`config.mk`:
```
export PLATFORM = sky130hd
export DESIGN_NAME = usa_top
export DESIGN_NICKNAME = d
export VERILOG_FILES = /design/src/logic/usa_pkg.sv /design/src/logic/usa_fifo.sv /design/src/logic/usa_top.sv
export SDC_FILE = /design/constraint.sdc
export NUM_CORES = 1
export LEC_CHECK = 0
export BUFFER_PORTS_ARGS = -buffer_cell sky130_fd_sc_hd__clkbuf_2
export CAP_MARGIN = 20
export CORE_UTILIZATION = 42
export CTS_CLUSTER_SIZE = 14
export DETAILED_ROUTE_END_ITERATION = 8
export SLEW_MARGIN = 20
export SYNTH_ARGS = -nofsm -noshare
export SYNTH_HDL_FRONTEND = slang
export SYNTH_SLANG_ARGS = --single-unit
```
`constraint.sdc`:
```
create_clock -name hclk -period 4.3 [get_ports hclk]
set_input_delay 0.43 -clock hclk [delete_from_list [all_inputs] [get_ports hclk]]
set_output_delay 0.43 -clock hclk [all_outputs]
set_load 0.02 [all_outputs]
```
`src/logic/usa_pkg.sv`:
```
// Constants and types shared by the UART shadow alias block
package usa_pkg;

  ////////////////////////////////////////////////////////////////////////////
  // Address map
  localparam logic [31:0] USA_SLOT8_ADDR     = 32'h5000_1050; // Alias slot 8
  localparam logic [31:0] USA_SLOT9_ADDR     = 32'h5000_1054; // Alias slot 9
  localparam int          USA_SLOT8_INDEX    = 8;             // Index of slot 8
  localparam int          USA_SLOT_STRIDE    = 4;             // Bytes per slot
  localparam int          USA_SLOT_COUNT     = 16;            // Slots in the alias
  localparam logic [31:0] USA_ALIAS_BASE     = USA_SLOT8_ADDR - 32'(USA_SLOT8_INDEX * USA_SLOT_STRIDE);
  localparam logic [31:0] USA_ALIAS_SPAN     = 32'(USA_SLOT_COUNT * USA_SLOT_STRIDE);
  localparam logic [31:0] USA_CTRL_ADDR      = 32'h5000_1100; // Mode control
  localparam logic [31:0] USA_LSTAT_ADDR     = 32'h5000_1104; // Line status
  localparam logic [31:0] USA_DIV_ADDR       = 32'h5000_1108; // Bit period in clocks
  localparam logic [31:0] USA_ISTAT_ADDR     = 32'h5000_110c; // Interrupt status
  localparam logic [31:0] USA_IMASK_ADDR     = 32'h5000_1110; // Interrupt mask

  ////////////////////////////////////////////////////////////////////////////
  // Field positions
  localparam int          USA_CTRL_FIFO_EN   = 0;  // FIFOs enabled
  localparam int          USA_CTRL_IR_MODE   = 1;  // Infrared mode
  localparam int          USA_CTRL_W         = 2;  // Control width
  localparam int          USA_LS_DATA_VALID  = 0;  // Receive data valid flag
  localparam int          USA_LS_OVERRUN     = 1;  // Overrun error
  localparam int          USA_LS_TX_EMPTY    = 5;  // Transmit holding empty flag
  localparam int          USA_LS_TX_IDLE     = 6;  // Transmitter fully idle
  localparam int          USA_INT_RX         = 0;  // Character received
  localparam int          USA_INT_OVR        = 1;  // Overrun happened
  localparam int          USA_INT_TXE        = 2;  // Transmit holding became empty
  localparam int          USA_INT_W          = 3;  // Interrupt width
  localparam int          USA_DATA_W         = 8;  // Character width
  localparam int          USA_DIV_W          = 16; // Divisor width

  ////////////////////////////////////////////////////////////////////////////
  // Reset values
  localparam logic [USA_CTRL_W-1:0] USA_CTRL_RST  = 2'h0;
  localparam logic [USA_DIV_W-1:0]  USA_DIV_RST   = 16'h00d9;
  localparam logic [USA_INT_W-1:0]  USA_IMASK_RST = 3'h0;

  ////////////////////////////////////////////////////////////////////////////
  // FIFO geometry and infrared pulse shape
  localparam int          USA_FIFO_DEPTH     = 16;
  localparam int          USA_PTR_W          = 4;
  localparam int          USA_CNT_W          = 5;
  localparam logic [USA_CNT_W-1:0] USA_FIFO_FULL = USA_CNT_W'(USA_FIFO_DEPTH);
  localparam int          USA_IR_PULSE_NUM   = 3;  // Pulse is 3/16 of a bit
  localparam int          USA_IR_PULSE_SHIFT = 4;

  ////////////////////////////////////////////////////////////////////////////
  // State machines
  typedef enum logic [1:0] {USA_RX_IDLE, USA_RX_START, USA_RX_DATA, USA_RX_STOP} usa_rx_state_t;
  typedef enum logic [2:0] {USA_TX_IDLE, USA_TX_LOAD, USA_TX_START, USA_TX_DATA, USA_TX_STOP} usa_tx_state_t;

endpackage

```
`src/logic/usa_fifo.sv`:
```
// Character FIFO with registered read data, single-entry overwrite mode
`timescale 1ns/1ps
`default_nettype none
module usa_fifo
  import usa_pkg::*;
(
  input  wire logic                  clk,
  input  wire logic                  rst_n,
  input  wire logic                  flush,
  input  wire logic                  fifo_en,
  input  wire logic                  push,
  input  wire logic [USA_DATA_W-1:0] push_data,
  input  wire logic                  pop,
  output logic      [USA_DATA_W-1:0] rd_data,
  output logic      [USA_CNT_W-1:0]  count,
  output logic                       lost,
  output logic                       replaced
);

  logic [USA_DATA_W-1:0] mem_r [USA_FIFO_DEPTH]; // Storage
  logic [USA_PTR_W-1:0]  head_r;                 // Oldest entry
  logic [USA_PTR_W-1:0]  tail_r;                 // Next free entry
  logic [USA_CNT_W-1:0]  cnt_r;                  // Entries held
  logic                  pop_ok;                 // Pop that takes an entry
  logic                  push_ok;                // Push into a free entry
  logic [USA_PTR_W-1:0]  wr_addr;                // Where a push lands

  // Pops on an empty queue do nothing; a pop in the same cycle frees room
  assign pop_ok   = pop && (cnt_r != '0);
  assign lost     = push && fifo_en && (cnt_r == USA_FIFO_FULL) && !pop_ok;
  assign replaced = push && !fifo_en && (cnt_r != '0) && !pop_ok;
  assign push_ok  = push && !lost && !replaced;
  assign wr_addr  = replaced ? head_r : tail_r;
  assign count    = cnt_r;

  ////////////////////////////////////////////////////////////////////////////
  // Storage write, no reset needed
  always_ff @(posedge clk) begin
    if (push_ok || replaced) begin
      mem_r[wr_addr] <= push_data;
    end
  end

  // Registered read of the head entry
  always_ff @(posedge clk or negedge rst_n) begin
    if (!rst_n) begin
      rd_data <= '0;
    end else if (pop_ok) begin
      rd_data <= mem_r[head_r];
    end
  end

  // Pointers and fill count
  always_ff @(posedge clk or negedge rst_n) begin
    if (!rst_n) begin
      head_r <= '0;
      tail_r <= '0;
      cnt_r  <= '0;
    end else if (flush) begin
      head_r <= '0;
      tail_r <= '0;
      cnt_r  <= '0;
    end else begin
      if (push_ok) begin
        tail_r <= tail_r + 1'b1;
      end
      if (pop_ok) begin
        head_r <= head_r + 1'b1;
      end
      if (push_ok && !pop_ok) begin
        cnt_r <= cnt_r + 1'b1;
      end else if (pop_ok && !push_ok) begin
        cnt_r <= cnt_r - 1'b1;
      end
    end
  end

endmodule
`default_nettype wire

```
`src/logic/usa_top.sv`:
```
// UART with shadow receive/transmit alias slots behind an AHB-Lite slave
`timescale 1ns/1ps
`default_nettype none
module usa_top
  import usa_pkg::*;
(
  input  wire logic        hclk,
  input  wire logic        hresetn,
  input  wire logic        hsel,
  input  wire logic [31:0] haddr,
  input  wire logic [1:0]  htrans,
  input  wire logic        hwrite,
  input  wire logic [2:0]  hsize,
  input  wire logic [31:0] hwdata,
  input  wire logic        hready,
  output logic             hreadyout,
  output logic             hresp,
  output logic      [31:0] hrdata,
  input  wire logic        sin,
  input  wire logic        sir_in,
  output logic             sout,
  output logic             sir_out_n,
  output logic             irq
);

  ////////////////////////////////////////////////////////////////////////////
  // Declarations
  logic                  sin_s1_r, sin_s2_r;     // Serial input synchroniser
  logic                  irin_s1_r, irin_s2_r;   // Infrared input synchroniser
  logic                  acc;                    // Address phase taken
  logic                  dp_wr_r;                // Write data phase
  logic [31:0]           dp_addr_r;              // Write address
  logic                  rd_wait_r;              // Read wait state
  logic [31:0]           rd_addr_r;              // Read address
  logic [31:0]           hrdata_r;               // Read data register
  logic [31:0]           rd_mux;                 // Read value being built
  logic [USA_CTRL_W-1:0] ctrl_r;                 // Mode control
  logic [USA_DIV_W-1:0]  div_r;                  // Bit period in clocks
  logic                  ovr_r;                  // Sticky overrun error
  logic [USA_INT_W-1:0]  istat_r;                // Interrupt status
  logic [USA_INT_W-1:0]  imask_r;                // Interrupt mask
  logic [USA_INT_W-1:0]  int_set;                // Interrupt events
  logic                  fifo_en, ir_mode;       // Mode bits
  logic                  flush;                  // FIFO mode change
  logic                  wr_ctrl, wr_istat;      // Register write strobes
  logic                  lstat_rd;               // Line status read
  logic [31:0]           lstat_val;              // Line status value
  logic                  rx_pop, rx_push;        // Receive FIFO strobes
  logic [USA_DATA_W-1:0] rx_rd_data;             // Receive FIFO head
  logic [USA_CNT_W-1:0]  rx_count;               // Receive FIFO fill
  logic                  rx_lost, rx_replaced;   // Receive losses
  logic                  tx_pop, tx_push;        // Transmit FIFO strobes
  logic [USA_DATA_W-1:0] tx_rd_data;             // Transmit FIFO head
  logic [USA_CNT_W-1:0]  tx_count;               // Transmit FIFO fill
  logic                  tx_holding_empty_flag, tx_empty_prev_r; // Holding-empty flag and history
  logic [USA_DIV_W-1:0]  ir_hold_r;              // Infrared pulse stretcher
  logic                  rx_line;                // Receive line after mode select
  usa_rx_state_t         rx_state_r;             // Receiver state
  logic [USA_DIV_W-1:0]  rx_cnt_r;               // Receiver bit timer
  logic [2:0]            rx_bit_r;               // Receiver bit index
  logic [USA_DATA_W-1:0] rx_sh_r;                // Receiver shifter
  usa_tx_state_t         tx_state_r;             // Transmitter state
  logic [USA_DIV_W-1:0]  tx_cnt_r;               // Transmitter bit timer
  logic [2:0]            tx_bit_r;               // Transmitter bit index
  logic [USA_DATA_W-1:0] tx_sh_r;                // Transmitter shifter
  logic                  tx_level;               // Current bit level
  logic [USA_DIV_W-1:0]  tx_elapsed;             // Clocks into the current bit
  logic [USA_DIV_W+1:0]  ir_prod;                // Divisor times pulse numerator
  logic [USA_DIV_W-1:0]  ir_pulse;               // Infrared pulse length
  logic                  sout_r, sir_out_n_r;    // Line output registers

  // Slot decode: any word in the sixteen-slot window
  function automatic logic is_alias(input logic [31:0] a);
    is_alias = (a >= USA_ALIAS_BASE) && (a < USA_ALIAS_BASE + USA_ALIAS_SPAN) && (a[1:0] == 2'h0);
  endfunction

  ////////////////////////////////////////////////////////////////////////////
  // Input synchronisers
  always_ff @(posedge hclk or negedge hresetn) begin
    if (!hresetn) begin
      sin_s1_r  <= 1'b1;
      sin_s2_r  <= 1'b1;
      irin_s1_r <= 1'b1;
      irin_s2_r <= 1'b1;
    end else begin
      sin_s1_r  <= sin;
      sin_s2_r  <= sin_s1_r;
      irin_s1_r <= sir_in;
      irin_s2_r <= irin_s1_r;
    end
  end

  ////////////////////////////////////////////////////////////////////////////
  // AHB-Lite slave: writes take no wait, reads one wait state
  assign acc       = hsel && htrans[1] && hready;
  assign hreadyout = !rd_wait_r;
  assign hresp     = 1'b0;
  assign hrdata    = hrdata_r;
  assign fifo_en   = ctrl_r[USA_CTRL_FIFO_EN];
  assign ir_mode   = ctrl_r[USA_CTRL_IR_MODE];

  // Capture address phases
  always_ff @(posedge hclk or negedge hresetn) begin
    if (!hresetn) begin
      dp_wr_r   <= 1'b0;
      dp_addr_r <= '0;
      rd_wait_r <= 1'b0;
      rd_addr_r <= '0;
    end else begin
      dp_wr_r   <= acc && hwrite;
      rd_wait_r <= acc && !hwrite;
      if (acc && hwrite) begin
        dp_addr_r <= haddr;
      end
      if (acc && !hwrite) begin
        rd_addr_r <= haddr;
      end
    end
  end

  // Alias read pops the receive head in its address phase
  assign rx_pop   = acc && !hwrite && is_alias(haddr);
  // Alias write pushes the low byte in its data phase
  assign tx_push  = dp_wr_r && is_alias(dp_addr_r);
  assign wr_ctrl  = dp_wr_r && (dp_addr_r == USA_CTRL_ADDR);
  assign wr_istat = dp_wr_r && (dp_addr_r == USA_ISTAT_ADDR);
  assign lstat_rd = rd_wait_r && (rd_addr_r == USA_LSTAT_ADDR);
  // Changing FIFO mode empties both queues
  assign flush    = wr_ctrl && (hwdata[USA_CTRL_FIFO_EN] != fifo_en);

  // Line status assembly
  always_comb begin
    lstat_val                    = '0;
    lstat_val[USA_LS_DATA_VALID] = (rx_count != '0);
    lstat_val[USA_LS_OVERRUN]    = ovr_r;
    lstat_val[USA_LS_TX_EMPTY]   = tx_holding_empty_flag;
    lstat_val[USA_LS_TX_IDLE]    = tx_holding_empty_flag && (tx_state_r == USA_TX_IDLE);
  end

  // Read value selection; unmapped addresses read zero
  always_comb begin
    rd_mux = '0;
    if (is_alias(rd_addr_r)) begin
      rd_mux[USA_DATA_W-1:0] = rx_rd_data;
    end else begin
      case (rd_addr_r)
        USA_CTRL_ADDR:  rd_mux[USA_CTRL_W-1:0] = ctrl_r;
        USA_LSTAT_ADDR: rd_mux = lstat_val;
        USA_DIV_ADDR:   rd_mux[USA_DIV_W-1:0] = div_r;
        USA_ISTAT_ADDR: rd_mux[USA_INT_W-1:0] = istat_r;
        USA_IMASK_ADDR: rd_mux[USA_INT_W-1:0] = imask_r;
        default:        rd_mux = '0;
      endcase
    end
  end

  // Read data register, loaded during the wait state
  always_ff @(posedge hclk or negedge hresetn) begin
    if (!hresetn) begin
      hrdata_r <= '0;
    end else if (rd_wait_r) begin
      hrdata_r <= rd_mux;
    end
  end

  ////////////////////////////////////////////////////////////////////////////
  // Software registers
  always_ff @(posedge hclk or negedge hresetn) begin
    if (!hresetn) begin
      ctrl_r  <= USA_CTRL_RST;
      div_r   <= USA_DIV_RST;
      imask_r <= USA_IMASK_RST;
    end else if (dp_wr_r) begin
      if (dp_addr_r == USA_CTRL_ADDR) begin
        ctrl_r <= hwdata[USA_CTRL_W-1:0];
      end
      if (dp_addr_r == USA_DIV_ADDR) begin
        div_r <= hwdata[USA_DIV_W-1:0];
      end
      if (dp_addr_r == USA_IMASK_ADDR) begin
        imask_r <= hwdata[USA_INT_W-1:0];
      end
    end
  end

  // Overrun error: set by any lost or replaced receive byte, cleared by a line status read
  always_ff @(posedge hclk or negedge hresetn) begin
    if (!hresetn) begin
      ovr_r <= 1'b0;
    end else if (rx_lost || rx_replaced) begin
      ovr_r <= 1'b1;
    end else if (lstat_rd) begin
      ovr_r <= 1'b0;
    end
  end

  ////////////////////////////////////////////////////////////////////////////
  // Interrupts: sticky events, write one to clear, new event wins
  assign int_set[USA_INT_RX]  = rx_push;
  assign int_set[USA_INT_OVR] = rx_lost || rx_replaced;
  assign int_set[USA_INT_TXE] = tx_holding_empty_flag && !tx_empty_prev_r;

  always_ff @(posedge hclk or negedge hresetn) begin
    if (!hresetn) begin
      istat_r     <= '0;
      tx_empty_prev_r <= 1'b1;
    end else begin
      tx_empty_prev_r <= tx_holding_empty_flag;
      istat_r     <= int_set | (istat_r & ~(wr_istat ? hwdata[USA_INT_W-1:0] : '0));
    end
  end

  assign irq = |(istat_r & imask_r);

  ////////////////////////////////////////////////////////////////////////////
  // Receive and transmit queues
  usa_fifo u_rx_fifo (
    .clk       (hclk),
    .rst_n     (hresetn),
    .flush     (flush),
    .fifo_en   (fifo_en),
    .push      (rx_push),
    .push_data (rx_sh_r),
    .pop       (rx_pop),
    .rd_data   (rx_rd_data),
    .count     (rx_count),
    .lost      (rx_lost),
    .replaced  (rx_replaced)
  );

  // Transmit queue: full drops the write, single-entry mode replaces
  usa_fifo u_tx_fifo (
    .clk       (hclk),
    .rst_n     (hresetn),
    .flush     (flush),
    .fifo_en   (fifo_en),
    .push      (tx_push),
    .push_data (hwdata[USA_DATA_W-1:0]),
    .pop       (tx_pop),
    .rd_data   (tx_rd_data),
    .count     (tx_count),
    .lost      (),
    .replaced  ()
  );

  // Holding empty while nothing waits to be sent
  assign tx_holding_empty_flag = (tx_count == '0);

  ////////////////////////////////////////////////////////////////////////////
  // Infrared receive: each low pulse holds the line low until one bit period after the pulse ends
  always_ff @(posedge hclk or negedge hresetn) begin
    if (!hresetn) begin
      ir_hold_r <= '0;
    end else if (!irin_s2_r) begin
      ir_hold_r <= div_r;
    end else if (ir_hold_r != '0) begin
      ir_hold_r <= ir_hold_r - 1'b1;
    end
  end

  assign rx_line = ir_mode ? !(!irin_s2_r || (ir_hold_r != '0)) : sin_s2_r;

  ////////////////////////////////////////////////////////////////////////////
  // Receiver: start, eight data bits LSB first, one stop, mid-bit sampling
  assign rx_push = (rx_state_r == USA_RX_STOP) && (rx_cnt_r == '0);

  always_ff @(posedge hclk or negedge hresetn) begin
    if (!hresetn) begin
      rx_state_r <= USA_RX_IDLE;
      rx_cnt_r   <= '0;
      rx_bit_r   <= '0;
      rx_sh_r    <= '0;
    end else begin
      case (rx_state_r)
        USA_RX_IDLE: begin
          // Falling edge opens a frame
          if (!rx_line) begin
            rx_state_r <= USA_RX_START;
            rx_cnt_r   <= div_r >> 1;
          end
        end
        USA_RX_START: begin
          // Confirm start bit at its middle
          if (rx_cnt_r != '0) begin
            rx_cnt_r <= rx_cnt_r - 1'b1;
          end else if (!rx_line) begin
            rx_state_r <= USA_RX_DATA;
            rx_cnt_r   <= div_r - 1'b1;
            rx_bit_r   <= '0;
          end else begin
            rx_state_r <= USA_RX_IDLE;
          end
        end
        USA_RX_DATA: begin
          // Shift in one bit per period
          if (rx_cnt_r != '0) begin
            rx_cnt_r <= rx_cnt_r - 1'b1;
          end else begin
            rx_sh_r  <= {rx_line, rx_sh_r[USA_DATA_W-1:1]};
            rx_cnt_r <= div_r - 1'b1;
            rx_bit_r <= rx_bit_r + 1'b1;
            if (rx_bit_r == 3'h7) begin
              rx_state_r <= USA_RX_STOP;
            end
          end
        end
        USA_RX_STOP: begin
          // Character handed to the queue at mid stop bit
          if (rx_cnt_r != '0) begin
            rx_cnt_r <= rx_cnt_r - 1'b1;
          end else begin
            rx_state_r <= USA_RX_IDLE;
          end
        end
        default: rx_state_r <= USA_RX_IDLE;
      endcase
    end
  end

  ////////////////////////////////////////////////////////////////////////////
  // Transmitter: takes the head when idle, then frames it
  assign tx_pop = (tx_state_r == USA_TX_IDLE) && (tx_count != '0);

  always_ff @(posedge hclk or negedge hresetn) begin
    if (!hresetn) begin
      tx_state_r <= USA_TX_IDLE;
      tx_cnt_r   <= '0;
      tx_bit_r   <= '0;
      tx_sh_r    <= '0;
    end else begin
      case (tx_state_r)
        USA_TX_IDLE: begin
          // Head read is issued by the pop this cycle
          if (tx_count != '0) begin
            tx_state_r <= USA_TX_LOAD;
          end
        end
        USA_TX_LOAD: begin
          // Registered head arrives one cycle after the pop
          tx_sh_r    <= tx_rd_data;
          tx_cnt_r   <= div_r - 1'b1;
          tx_state_r <= USA_TX_START;
        end
        USA_TX_START: begin
          if (tx_cnt_r != '0) begin
            tx_cnt_r <= tx_cnt_r - 1'b1;
          end else begin
            tx_cnt_r   <= div_r - 1'b1;
            tx_bit_r   <= '0;
            tx_state_r <= USA_TX_DATA;
          end
        end
        USA_TX_DATA: begin
          if (tx_cnt_r != '0) begin
            tx_cnt_r <= tx_cnt_r - 1'b1;
          end else begin
            tx_sh_r  <= tx_sh_r >> 1;
            tx_cnt_r <= div_r - 1'b1;
            tx_bit_r <= tx_bit_r + 1'b1;
            if (tx_bit_r == 3'h7) begin
              tx_state_r <= USA_TX_STOP;
            end
          end
        end
        USA_TX_STOP: begin
          if (tx_cnt_r != '0) begin
            tx_cnt_r <= tx_cnt_r - 1'b1;
          end else begin
            tx_state_r <= USA_TX_IDLE;
          end
        end
        default: tx_state_r <= USA_TX_IDLE;
      endcase
    end
  end

  // Bit level: low for start, data LSB first, high otherwise
  always_comb begin
    case (tx_state_r)
      USA_TX_START: tx_level = 1'b0;
      USA_TX_DATA:  tx_level = tx_sh_r[0];
      default:      tx_level = 1'b1;
    endcase
  end

  // Infrared pulse is a short low at the start of each zero bit
  assign tx_elapsed = div_r - 1'b1 - tx_cnt_r;
  assign ir_prod    = (USA_DIV_W + 2)'(div_r) * (USA_DIV_W + 2)'(USA_IR_PULSE_NUM);
  assign ir_pulse   = USA_DIV_W'(ir_prod >> USA_IR_PULSE_SHIFT);

  // Registered line outputs; the unused line rests high
  always_ff @(posedge hclk or negedge hresetn) begin
    if (!hresetn) begin
      sout_r      <= 1'b1;
      sir_out_n_r <= 1'b1;
    end else begin
      sout_r      <= ir_mode ? 1'b1 : tx_level;
      sir_out_n_r <= !(ir_mode && !tx_level && (tx_elapsed <= ir_pulse));
    end
  end

  assign sout      = sout_r;
  assign sir_out_n = sir_out_n_r;

endmodule
`default_nettype wire

```
* Word level (Yosys, flattened, before mapping)
Memories as Yosys holds them, arrays and structs flattened. A register that Yosys moved wholly into a read port is not among the register bits.
Index checks and enable logic that the tools add are counted.
** Word-level totals
- Register bits :: 231
- RAM bits :: 256
- Input bits :: 76
- Output and inout bits :: 37
- Memories kept :: 2
** Memories
- u_rx_fifo.mem_r :: words 16, width 8, rd ports 1, clocked after memory_dff 1, write ports 1, RTL line usa_fifo.sv:20 : logic [USA_DATA_W-1:0] mem_r [USA_FIFO_DEPTH];
- u_tx_fifo.mem_r :: words 16, width 8, rd ports 1, clocked after memory_dff 1, write ports 1, RTL line usa_fifo.sv:20
** Operators by class
- Add/subtract/negate cells :: 15
- Multiply operators :: 1
- $lt $le $gt $ge :: 7
- Equal/unequal tests :: 36
- Multiplexer cells :: 63
- Bitwise logic cells :: 5
- Reduce and logical (&&, ||, !) cells :: 102
** Operator list (number)
- equality test 32 x 31 -> 1 bit (second input constant) :: 9
- two-way mux 16 bit :: 9
- greater-or-equal comparator 32 x 31 -> 1 bit (second input constant) :: 3
- < comparator 32 x 31 -> 1 bit (second input constant) :: 3
- case mux 16 bit (4 select lines) :: 1
- subtractor 16 x 1 -> 16 bit (second input constant) :: 4
- case mux 16 bit (3 select lines) :: 1
- nonzero test 16 bit :: 3
- logical AND 1 bit :: 44
- two-way mux 4 bit :: 10
- two-way mux 3 bit :: 10
- two-way mux 5 bit :: 6
- case mux 13 bit (2 select lines) :: 1
- two-way mux 8 bit :: 3
- inequality test 2 bit (second input constant) :: 11
- zero test 1 bit :: 18
- multiplier 16 x 2 -> 18 bit (second input constant) :: 1
- adder 4 x 1 -> 4 bit (second input constant) :: 4
- less-or-equal comparator 16 x 14 -> 1 bit :: 1
- zero test 16 bit :: 1
- case mux 8 bit (2 select lines) :: 1
- nonzero test 2 bit :: 8
- subtractor 16 bit :: 1
- case mux 3 bit (5 select lines) :: 1
- 35 further kinds :: 75

* Longest topological paths before layout
Gate-level depths: netlist of run 1.
- Depth after elaboration :: 15
- Depth in mapped cells :: 20
- Gate-level depth less buffers :: 20

* Modules after synthesis
A second synthesis of run 1 with hierarchy kept.
** Unflattened totals
- Cells, all modules :: 2066
- Area, all modules :: 24612.4 um^2
** By module, submodules not included
- usa_fifo :: instances 2, cells each 356, area each 6261.0 um^2
- usa_top :: instances 1, cells each 1354, area each 12090.3 um^2

* Least setup slack after synthesis of run 1
No wires, ideal clock.
- Path type :: register to register
- Start point :: reg div_r[2]
- End point :: reg sir_out_n_r (netlist: sir_out_n)
- Library setup time :: 0.092 ns
- Arrival :: 3.932 ns
- Data required time :: 4.208 ns
- Path slack :: 0.276 ns
- Cell stages (with the launch flop) :: 21
- Path buffers :: 0
- Period minus slack after synthesis :: 4.024 ns
- Cells stage by stage :: dfrtp_1 > inv_1 > ha_1 > nor2b_1 > o21ai_0 > xnor2_1 > inv_1 > ha_1 > o21a_1 > o21ai_0 > a21oi_1 > and2_1 > a21oi_1 > xnor2_1 > ha_1 > nand4_1 > or4_1 > a21oi_1 > a41oi_1 > a211oi_1 > nand4_1
** On the way
- Longest elaborated chain between the ends :: 5
- Elaborated cells between the ends (all ways) :: 6
** RTL lines
- start: declaration :: RTL line usa_top.sv:38 : logic [USA_DIV_W-1:0] div_r;
- start signal: assignment :: RTL line usa_top.sv:178 : div_r <= hwdata[USA_DIV_W-1:0];
- branches (longest 2 deep; another with multiplier 16 x 2 -> 18 bit)
- less-or-equal comparator 16 x 14 -> 1 bit (*) :: RTL line usa_top.sv:398 : sir_out_n_r <= !(ir_mode && !tx_level && (tx_elapsed <= ir_pulse));
- logical AND 1 bit (*) :: RTL line usa_top.sv:398
- zero test 1 bit (*) :: RTL line usa_top.sv:398
- end signal: assignment :: RTL line usa_top.sv:398
- end: declaration :: RTL line usa_top.sv:70 : logic sout_r, sir_out_n_r;
Mark *: on every way between the ends.
A chain may end at the register's enable or synchronous reset.

* Worst setup path in the final report of run 1
- Start point :: reg div_r[6]
- End point :: reg sir_out_n_r (netlist: sir_out_n)
The elaborated chain is that of the path after synthesis.

==> results of run 1 <==
## logic make-up after synthesis
logic type | share of synthesized area
and+or+nand+nor | 0.1430
DFF | 0.5568
AOI/OAI and AO/OA | 0.08499
buffers and inverters | 0.03105
muxes | 0.1096
adders and majority gates | 0.04898
xor gates and xnor gates | 0.02552
other | 0.0001549
## worst reg2reg max path: cells and delay by family (launching register included)
family	cells	cell delay, ps
AO/OA/AOI/OAI	8	990
XOR/XNOR	2	270
adder cells (fa/ha/maj)	3	880
buffers and inverters	2	260
flip-flops	1	540
AND/OR/NAND/NOR	5	1000
## flip-flops by register name, indices dropped and copies added (netlist names), 5 cells and up, named ones only
signal,cells
u_rx_fifo.mem_r,128
u_tx_fifo.mem_r,128
dp_addr_r,32
rd_addr_r,32
div_r,16
hrdata,16
ir_hold_r,16
rx_cnt_r,16
tx_cnt_r,16
rx_sh_r,8
tx_sh_r,8
u_rx_fifo.rd_data,8
u_tx_fifo.rd_data,8
u_rx_fifo.count,5
u_tx_fifo.count,5
## power breakdown
part	switching (W)	total [W]	internal (W)
sequential	0.000332	0.00553	0.00520
clock	0.00188	0.00431	0.00242
combinational	0.00144	0.00255	0.00111
total	0.00365	0.0124	0.00874
## timing repair
action	4_1_cts	5_1_grt
setup endpoints to repair	1	1
hold endpoints to repair	97	0
buffers inserted	0	4
resized for setup	2	21
hold buffers	3	0
pin swaps	0	13
## per-stage QoR
stage | setup slack (ps) | hold slack (ps) | std cells | power, W | cell area (sq um)
after detailed placement | -36.06 | 351.0 | 2830 | 0.008072 | 25880
final | 269.5 | 53.82 | 2930 | 0.01239 | 27670
after global placement | 18.29 | 349.7 | 2830 | 0.007989 | 25870
after CTS | 36.58 | 31.13 | 2925 | 0.01241 | 27550
after global routing | -9.931 | 40.83 | 2930 | 0.01299 | 27670
after floorplan | 276.0 | 134.4 | 2010 | 0.007326 | 24280
## metal layers
| layer | part of all wire | GRT usage | wire length, um | up-vias |
|---|---|---|---|---|
| li1 | - | - | - | 7675 |
| met1 | 0.46 | 0.2728 | 26300 | 8207 |
| met2 | 0.48 | 0.3212 | 27540 | 328 |
| met3 | 0.041 | 0.02803 | 2341 | 88 |
| met4 | 0.024 | 0.05566 | 1407 | 0 |
| met5 | 0 | 0 | 0 | - |
## worst paths after layout
kind / slack [ps] / to
worst max-delay path: 270 / sir_out_n$_DFF_PN1_
worst min-delay path: 50 / div_r[14]$_DFFE_PN0P_
worst max register to register: 270 / sir_out_n$_DFF_PN1_
worst min register to register: 360 / sin_s2_r$_DFF_PN1_
max in group asynchronous: 2770 / irin_s2_r$_DFF_PN1_
min in group asynchronous: 420 / rd_addr_r[26]$_DFFE_PN0P_
## area by class of cell
cell class | count | share of cell area
inverters | 61 | 0.008274
flip-flops and latches | 487 | 0.4873
clock inverters | 26 | 0.008545
well taps | 756 | 0.03418
repair buffers | 183 | 0.04395
clock buffers | 66 | 0.05041
multi-input cells | 1351 | 0.3673
## cell usage in the layout, fill, tap and decap left out, types with 19 or more instances in the layout
| cell | n |
|---|---|
| a21o_1 | 21 |
| nand3_1 | 44 |
| nor2_1 | 119 |
| nor3_1 | 36 |
| clkbuf_16 | 53 |
| nor2b_1 | 28 |
| nand2_1 | 291 |
| nand4_1 | 35 |
| nor4_1 | 30 |
| mux2i_1 | 39 |
| mux2_2 | 41 |
| dfrtp_1 | 217 |
| a21oi_1 | 82 |
| mux4_2 | 80 |
| clkbuf_2 | 74 |
| o21ai_0 | 35 |
| inv_1 | 57 |
| edfxtp_1 | 256 |
| or4_1 | 20 |
| buf_4 | 103 |
| xor2_1 | 25 |
| ha_1 | 88 |
| xnor2_1 | 40 |
| a22o_1 | 19 |
==> summary.md, run 1 <==
| Metric | Value |
|---|---|
| Status | `finished, final reports clean` |
| Fin nets | `~2300` |
| EDFF count, synth | `between 200 and 300` |
| Hold Crit Start | `hwdata[14]` |
| Most common cell in the synthesized netlist | `nand2_1` |
| Initial core utilization | `0.4270` |
| Vias/cell | `around 5.6` |
| Final Hold Viols | `0` |
| Filler cells | `4961` |
| Yosys reg bits | `487` |
| Die area | `58620 sq um` |
| H-tree depth | `2` |
| CP startpoint | `div_r[6]$_DFFE_PN1P_` |
| GRT overflow | `0` |
| Required time worst endpoint | `about 4800 ps` |
| Worst path most repeated cell | `ha_1` |
| Mean Syn Cell Area | `between 10 and 15 sq um` |
| Clock transition at path regs | `roughly 60 ps` |
| CTS sink count | `between 400 and 500` |
| Initial antenna violation count | `0` |
| Critical path type | `flop to flop` |
| R2R Path Start | `div_r[6]$_DFFE_PN1P_` |
| Critical Path End Type | `flop` |
| Util after Layout | `0.4879` |
| DIE WIDTH | `roughly 240 um` |
| Actual slew at the worst max-slew pin | `964.9 ps` |
| Crit path max-delay cell type | `dfstp_2` |
| Worst-path fanout max | `4` |
| Row cnt | `87` |
| Post-synthesis async set-or-reset flop share | `0.4743` |
| Pre-antenna DRT Iters | `5` |
| Vias in the first global route | `about 16000` |
| DP HPWL | `slightly above 40000 um` |
| Die height | `between 200 and 250 um` |
| Max stage delay on crit path | `around 540 ps` |
| Worst-Skew Late Latency | `between 600 and 700 ps` |
| Global router's overall resource usage | `0.1963` |
| Critical path's top delay family | `simple AND/OR/NAND/NOR gates` |
| Kind of launch point of the worst setup path | `flop` |
| Pins Over Slew Limit | `0` |
| Number of DRC markers in iteration 0 | `between 1000 and 1500` |
| Max-Cap Viols | `0` |
| Seq. cell area | `roughly 13000 sq um` |
| Pwr/cell area | `between 400 and 500 nW/um^2` |
| Hold crit path type | `primary input to flop` |
| Via Count | `16300` |
| Lkg Pwr | `11.01 nW` |
| Post-Synthesis Cells | `between 1500 and 2000` |
| Post-synth top area cell | `edfxtp_1` |
| Io pins | `113` |
| First-pass GRT wire length | `between 90000 and 100000 um` |
| Num CTS Buffers | `53` |
| Clk buf depth | `3` |
| Area contributors post-synth | `edfxtp_1, dfrtp_1, mux4_2` |
| Synth unique cells | `a little over 80` |
| Worst clock skew | `27.20 ps` |
| Synth top area share | `0.3174` |
| CP cell instances | `inv_1 > ha_1 > nand2b_1 > o211ai_1 > buf_4 > xnor2_1 > ha_1 > o21a_1 > o21ai_2 > a21oi_1 > and2_4 > a21oi_2 > xnor2_1 > ha_1 > nand4_1 > or4_1 > a21oi_1 > a41oi_1 > a211oi_1 > nand4_1` |
| Synthesized area | `approximately 24000 sq um` |
| R2R cell count | `20` |
| Period minus WS final | `around 4000 ps` |
| Seq/Total Area, Yosys | `0.5568` |
| Period utilization | `0.9373` |
| # port buffers | `75` |
| Area occupied by multi-input gates | `between 10000 and 15000 sq um` |
| Core area | `56710 sq um` |
| Setup TNS | `0 ps` |
| Worst ir drop on vdd | `about 0.00030 V` |
| Buf/Inv on CP | `2` |
| Post-synth top cells | `nand2_1, edfxtp_1, dfrtp_1` |
| Average wire per cell in the routed design | `roughly 20 um` |
| TritonCTS clock tree | `done` |
| CP Depth | `20` |
| Root Driver | `clkbuf_16` |
| Slew HR | `0.3560` |
| Warnings, synthesis | `0` |
| Worst Path Arrival | `roughly 4600 ps` |
| Main synth FF type | `edfxtp_1` |
| Hold Path Stages | `2` |
| DRC viols | `0` |
| Pin count of the biggest net entering global routing | `106` |
| Routed WL | `~58000 um` |
| Layout cell share with drive strength beyond 1 | `0.1987` |
| Synth-to-layout area growth | `14.27%` |
| RePlAce Congestion | `0.8514` |
| Fmax | `248.1 MHz` |
| Final setup fails | `0` |
| Ant. Diodes | `0` |
| Final antenna-violating net count | `0` |
Note: power is estimated with default switching activity, not from simulation.
==> run 2: changes to the inputs <==
--- a/config.mk
+++ b/config.mk
@@ -5,11 +5,11 @@
 export SDC_FILE = /design/constraint.sdc
 export NUM_CORES = 1
 export LEC_CHECK = 0
-export BUFFER_PORTS_ARGS = -buffer_cell sky130_fd_sc_hd__clkbuf_2
 export CAP_MARGIN = 20
 export CORE_UTILIZATION = 42
 export CTS_CLUSTER_SIZE = 14
 export DETAILED_ROUTE_END_ITERATION = 8
+export DONT_BUFFER_PORTS = 1
 export SLEW_MARGIN = 20
 export SYNTH_ARGS = -nofsm -noshare
 export SYNTH_HDL_FRONTEND = slang
==> summary.md, run 2 (synthesis results as in run 1) <==
| Metric | Value |
|---|---|
| Status | `finished with violations` |
| Failing checks | `hold timing` |
| Hold crit path type | `primary input to async pin` |
| R2R Path End | `sir_out_n$_DFF_PN1_` |
| Required time worst endpoint | `4800 ps (-20 ps)` |
| Hold Slack | `-472.4 ps (-526.2 ps)` |
| Global router's overall resource usage | `0.2018 (+0.005496)` |
| Worst clock skew | `30.63 ps (+3.433 ps)` |
| Num CTS Buffers | `51 (-3.8%)` |
| Root Driver | `clkbuf_16` |
| Initial core utilization | `0.4270 (unchanged)` |
| Pin count of the biggest net entering global routing | `232 (+120%)` |
| DRC viols | `0 (unchanged)` |
| Period utilization | `0.9489 (+0.01155)` |
| Biggest regs | `u_rx_fifo.mem_r (128), u_tx_fifo.mem_r (128)` |
| R2R Path Start | `div_r[0]$_DFFE_PN1P_` |
| Minimum setup slack among reg-to-reg paths | `220 ps (-50 ps)` |
| Synth-to-layout area growth | `15.03%` |
| Worst Path Arrival | `4580 ps (+30 ps)` |
| Routed WL | `59070 um (+2.6%)` |
| Total power | `0.01273 W (+2.8%)` |
| Layout cell share with drive strength beyond 1 | `0.1681 (-0.03057)` |
| Dpl cells | `2745 (-3.0%)` |
| Commonest non-fill, non-tap cells in the layout | `nand2_1, edfxtp_1, dfrtp_1` |
| Slew HR | `0.2953 (-0.06074)` |
| Die area | `58620 sq um (unchanged)` |
| Final setup fails | `0 (unchanged)` |
| R2R cell count | `19 (-5.0%)` |
| Via Count | `16390 (+0.56%)` |
| M1 WL | `25580 um (-2.7%)` |
| Actual slew at the worst max-slew pin | `1050 ps (+85.13 ps)` |
| Die height | `242.1 um (unchanged)` |
| Non-Filler Instances | `2897 (-1.1%)` |
| Fin nets | `2268 (-1.6%)` |
| RePlAce Congestion | `0.8689 (+2.1%)` |
| Io pins | `113 (unchanged)` |
| Worst-Skew Late Latency | `610 ps (about the same)` |
| # port buffers | `0 (-100%)` |
| Core area | `56710 sq um (unchanged)` |
| H-tree depth | `2 (unchanged)` |
| Met3 WL post-DR | `2703 um (+15%)` |
| Pre-antenna DRT Iters | `6 (+1)` |
| Kind of launch point of the worst setup path | `flop` |
| Final Hold Viols | `231 (+231)` |
| Critical path type | `flop to flop` |
| Final antenna-violating net count | `0 (unchanged)` |
| DP HPWL | `40720 um (-0.58%)` |
| Worst-path fanout max | `4 (unchanged)` |
| Lkg Pwr | `10.92 nW (-0.73%)` |
| DIE WIDTH | `242.1 um (unchanged)` |
| Pwr/cell area | `457.1 nW/um^2 (+2.1%)` |
| Worst ir drop on vdd | `0.0003489 V (+15%)` |
| DR WL met2 | `29320 um (+6.5%)` |
| Critical Path End Type | `flop` |
| Clk buf depth | `3 (unchanged)` |
| GRT overflow | `0 (unchanged)` |
| Average wire per cell in the routed design | `20.39 um (+3.7%)` |
| Vias in the first global route | `16150 (+0.043%)` |
| Commonest non-fill, non-tap cell in the layout | `nand2_1` |
| CTS sink count | `487 (unchanged)` |
| Pins Over Slew Limit | `0 (unchanged)` |
| Row cnt | `87 (unchanged)` |
| Period minus WS final | `4080 ps (+49.69 ps)` |
| Ant. Diodes | `0 (unchanged)` |
| Initial antenna violation count | `1 (+1)` |
| TritonCTS clock tree | `done` |
| Clock transition at path regs | `60 ps (about the same)` |
| Number of DRC markers in iteration 0 | `1270 (+17%)` |
| Vias/cell | `5.657 (+1.7%)` |
| CTS Hold Buffers Added | `50 (+47)` |
| Fmax | `245.1 MHz (-1.2%)` |
| First-pass GRT wire length | `92980 um (+2.2%)` |
| Max-Cap Viols | `0 (unchanged)` |
| Top sig layer | `met5` |
==> run 2: cell types whose count changed in the layout (fill, tap and decap cells not counted), moves of 4 or more <==
| cell | previous run | this run |
|---|---|---|
| clkbuf_2 | 74 | 0 |
| dlygate4sd3_1 | 3 | 50 |
| buf_4 | 103 | 96 |
| bufinv_16 | 2 | 8 |
| clkinv_2 | 4 | 8 |
==> run 2: area by class of cell <==
cell class	instances	area [sq um]
timing repair buffer	147	1232
sequential	487	13490
multi-input combinational	1351	10180
tap	756	945.9
clock buffer	66	1383
clock inverter	29	404.1
inverter	61	229.0
fill	4898	28860
==> run 2: worst max-delay path by stage <==
stage | from | end | slack, ps | cells past startpoint
2_1_floorplan | div_r[2]$_DFFE_PN0P_ | sir_out_n$_DFF_PN1_ | 280 | 20
6_report | div_r[0]$_DFFE_PN1P_ | sir_out_n$_DFF_PN1_ | 220 | 19
4_1_cts | div_r[0]$_DFFE_PN1P_ | sir_out_n$_DFF_PN1_ | 40 | 19
5_1_grt | div_r[4]$_DFFE_PN1P_ | sir_out_n$_DFF_PN1_ | -20 | 20
3_5_place_dp | div_r[0]$_DFFE_PN1P_ | sir_out_n$_DFF_PN1_ | -8 | 19
3_3_place_gp | div_r[0]$_DFFE_PN1P_ | sir_out_n$_DFF_PN1_ | 60 | 19
==> run 2: stage by stage <==
step / setup TNS, ps / instance area [sq um] / worst slack, ps / util
finish: 0 / 27860 / 219.8 / 0.4912
global route: -17.00 / 27860 / -17.00 / 0.4912
CTS: 0 / 27690 / 37.40 / 0.4883
detailed placement: -7.890 / 25400 / -7.890 / 0.4479
global placement: 0 / 25390 / 55.92 / 0.4477
floorplan: 0 / 24280 / 276.0 / -
==> run 2: metal layers <==
layer / vias up / GRT usage
met1: 8304 / 0.2671
met5: - / 0
met3: 87 / 0.03334
li1: 7615 / -
met2: 381 / 0.3429
met4: 2 / 0.05547
==> run 2: what timing repair did <==
item                                   in CTS  in global routing
setup endpoints to repair                   1                  1
setup buffers                               0                  7
endpoints found under the hold margin     449                231
gates resized for setup                     1                 26
pin swaps                                   0                 16
==> run 2: worst max-delay path, cell delays in order (launching register included) <==
cell and delay [ps]:
dfstp_2 560, inv_1 60, ha_2 200, nand3b_1 260
nand3_2 130, xnor2_2 80, ha_1 280, nor3_4 220
buf_4 140, nand3_1 120, a21o_1 230, a21oi_2 160
xnor2_1 80, ha_1 300, nand4_1 120, or4_4 500
a21oi_2 130, a41oi_1 80, a211oi_1 220, nand4_1 110
==> run 2: power by group <==
part | leakage (nW) | total [W] | switching, W | internal [W]
Clock | 0.861 | 0.00464 | 0.00187 | 0.00277
Sequential | 5.17 | 0.00556 | 0.000360 | 0.00520
Combinational | 4.90 | 0.00253 | 0.00140 | 0.00113
Total | 10.9 | 0.0127 | 0.00363 | 0.00910
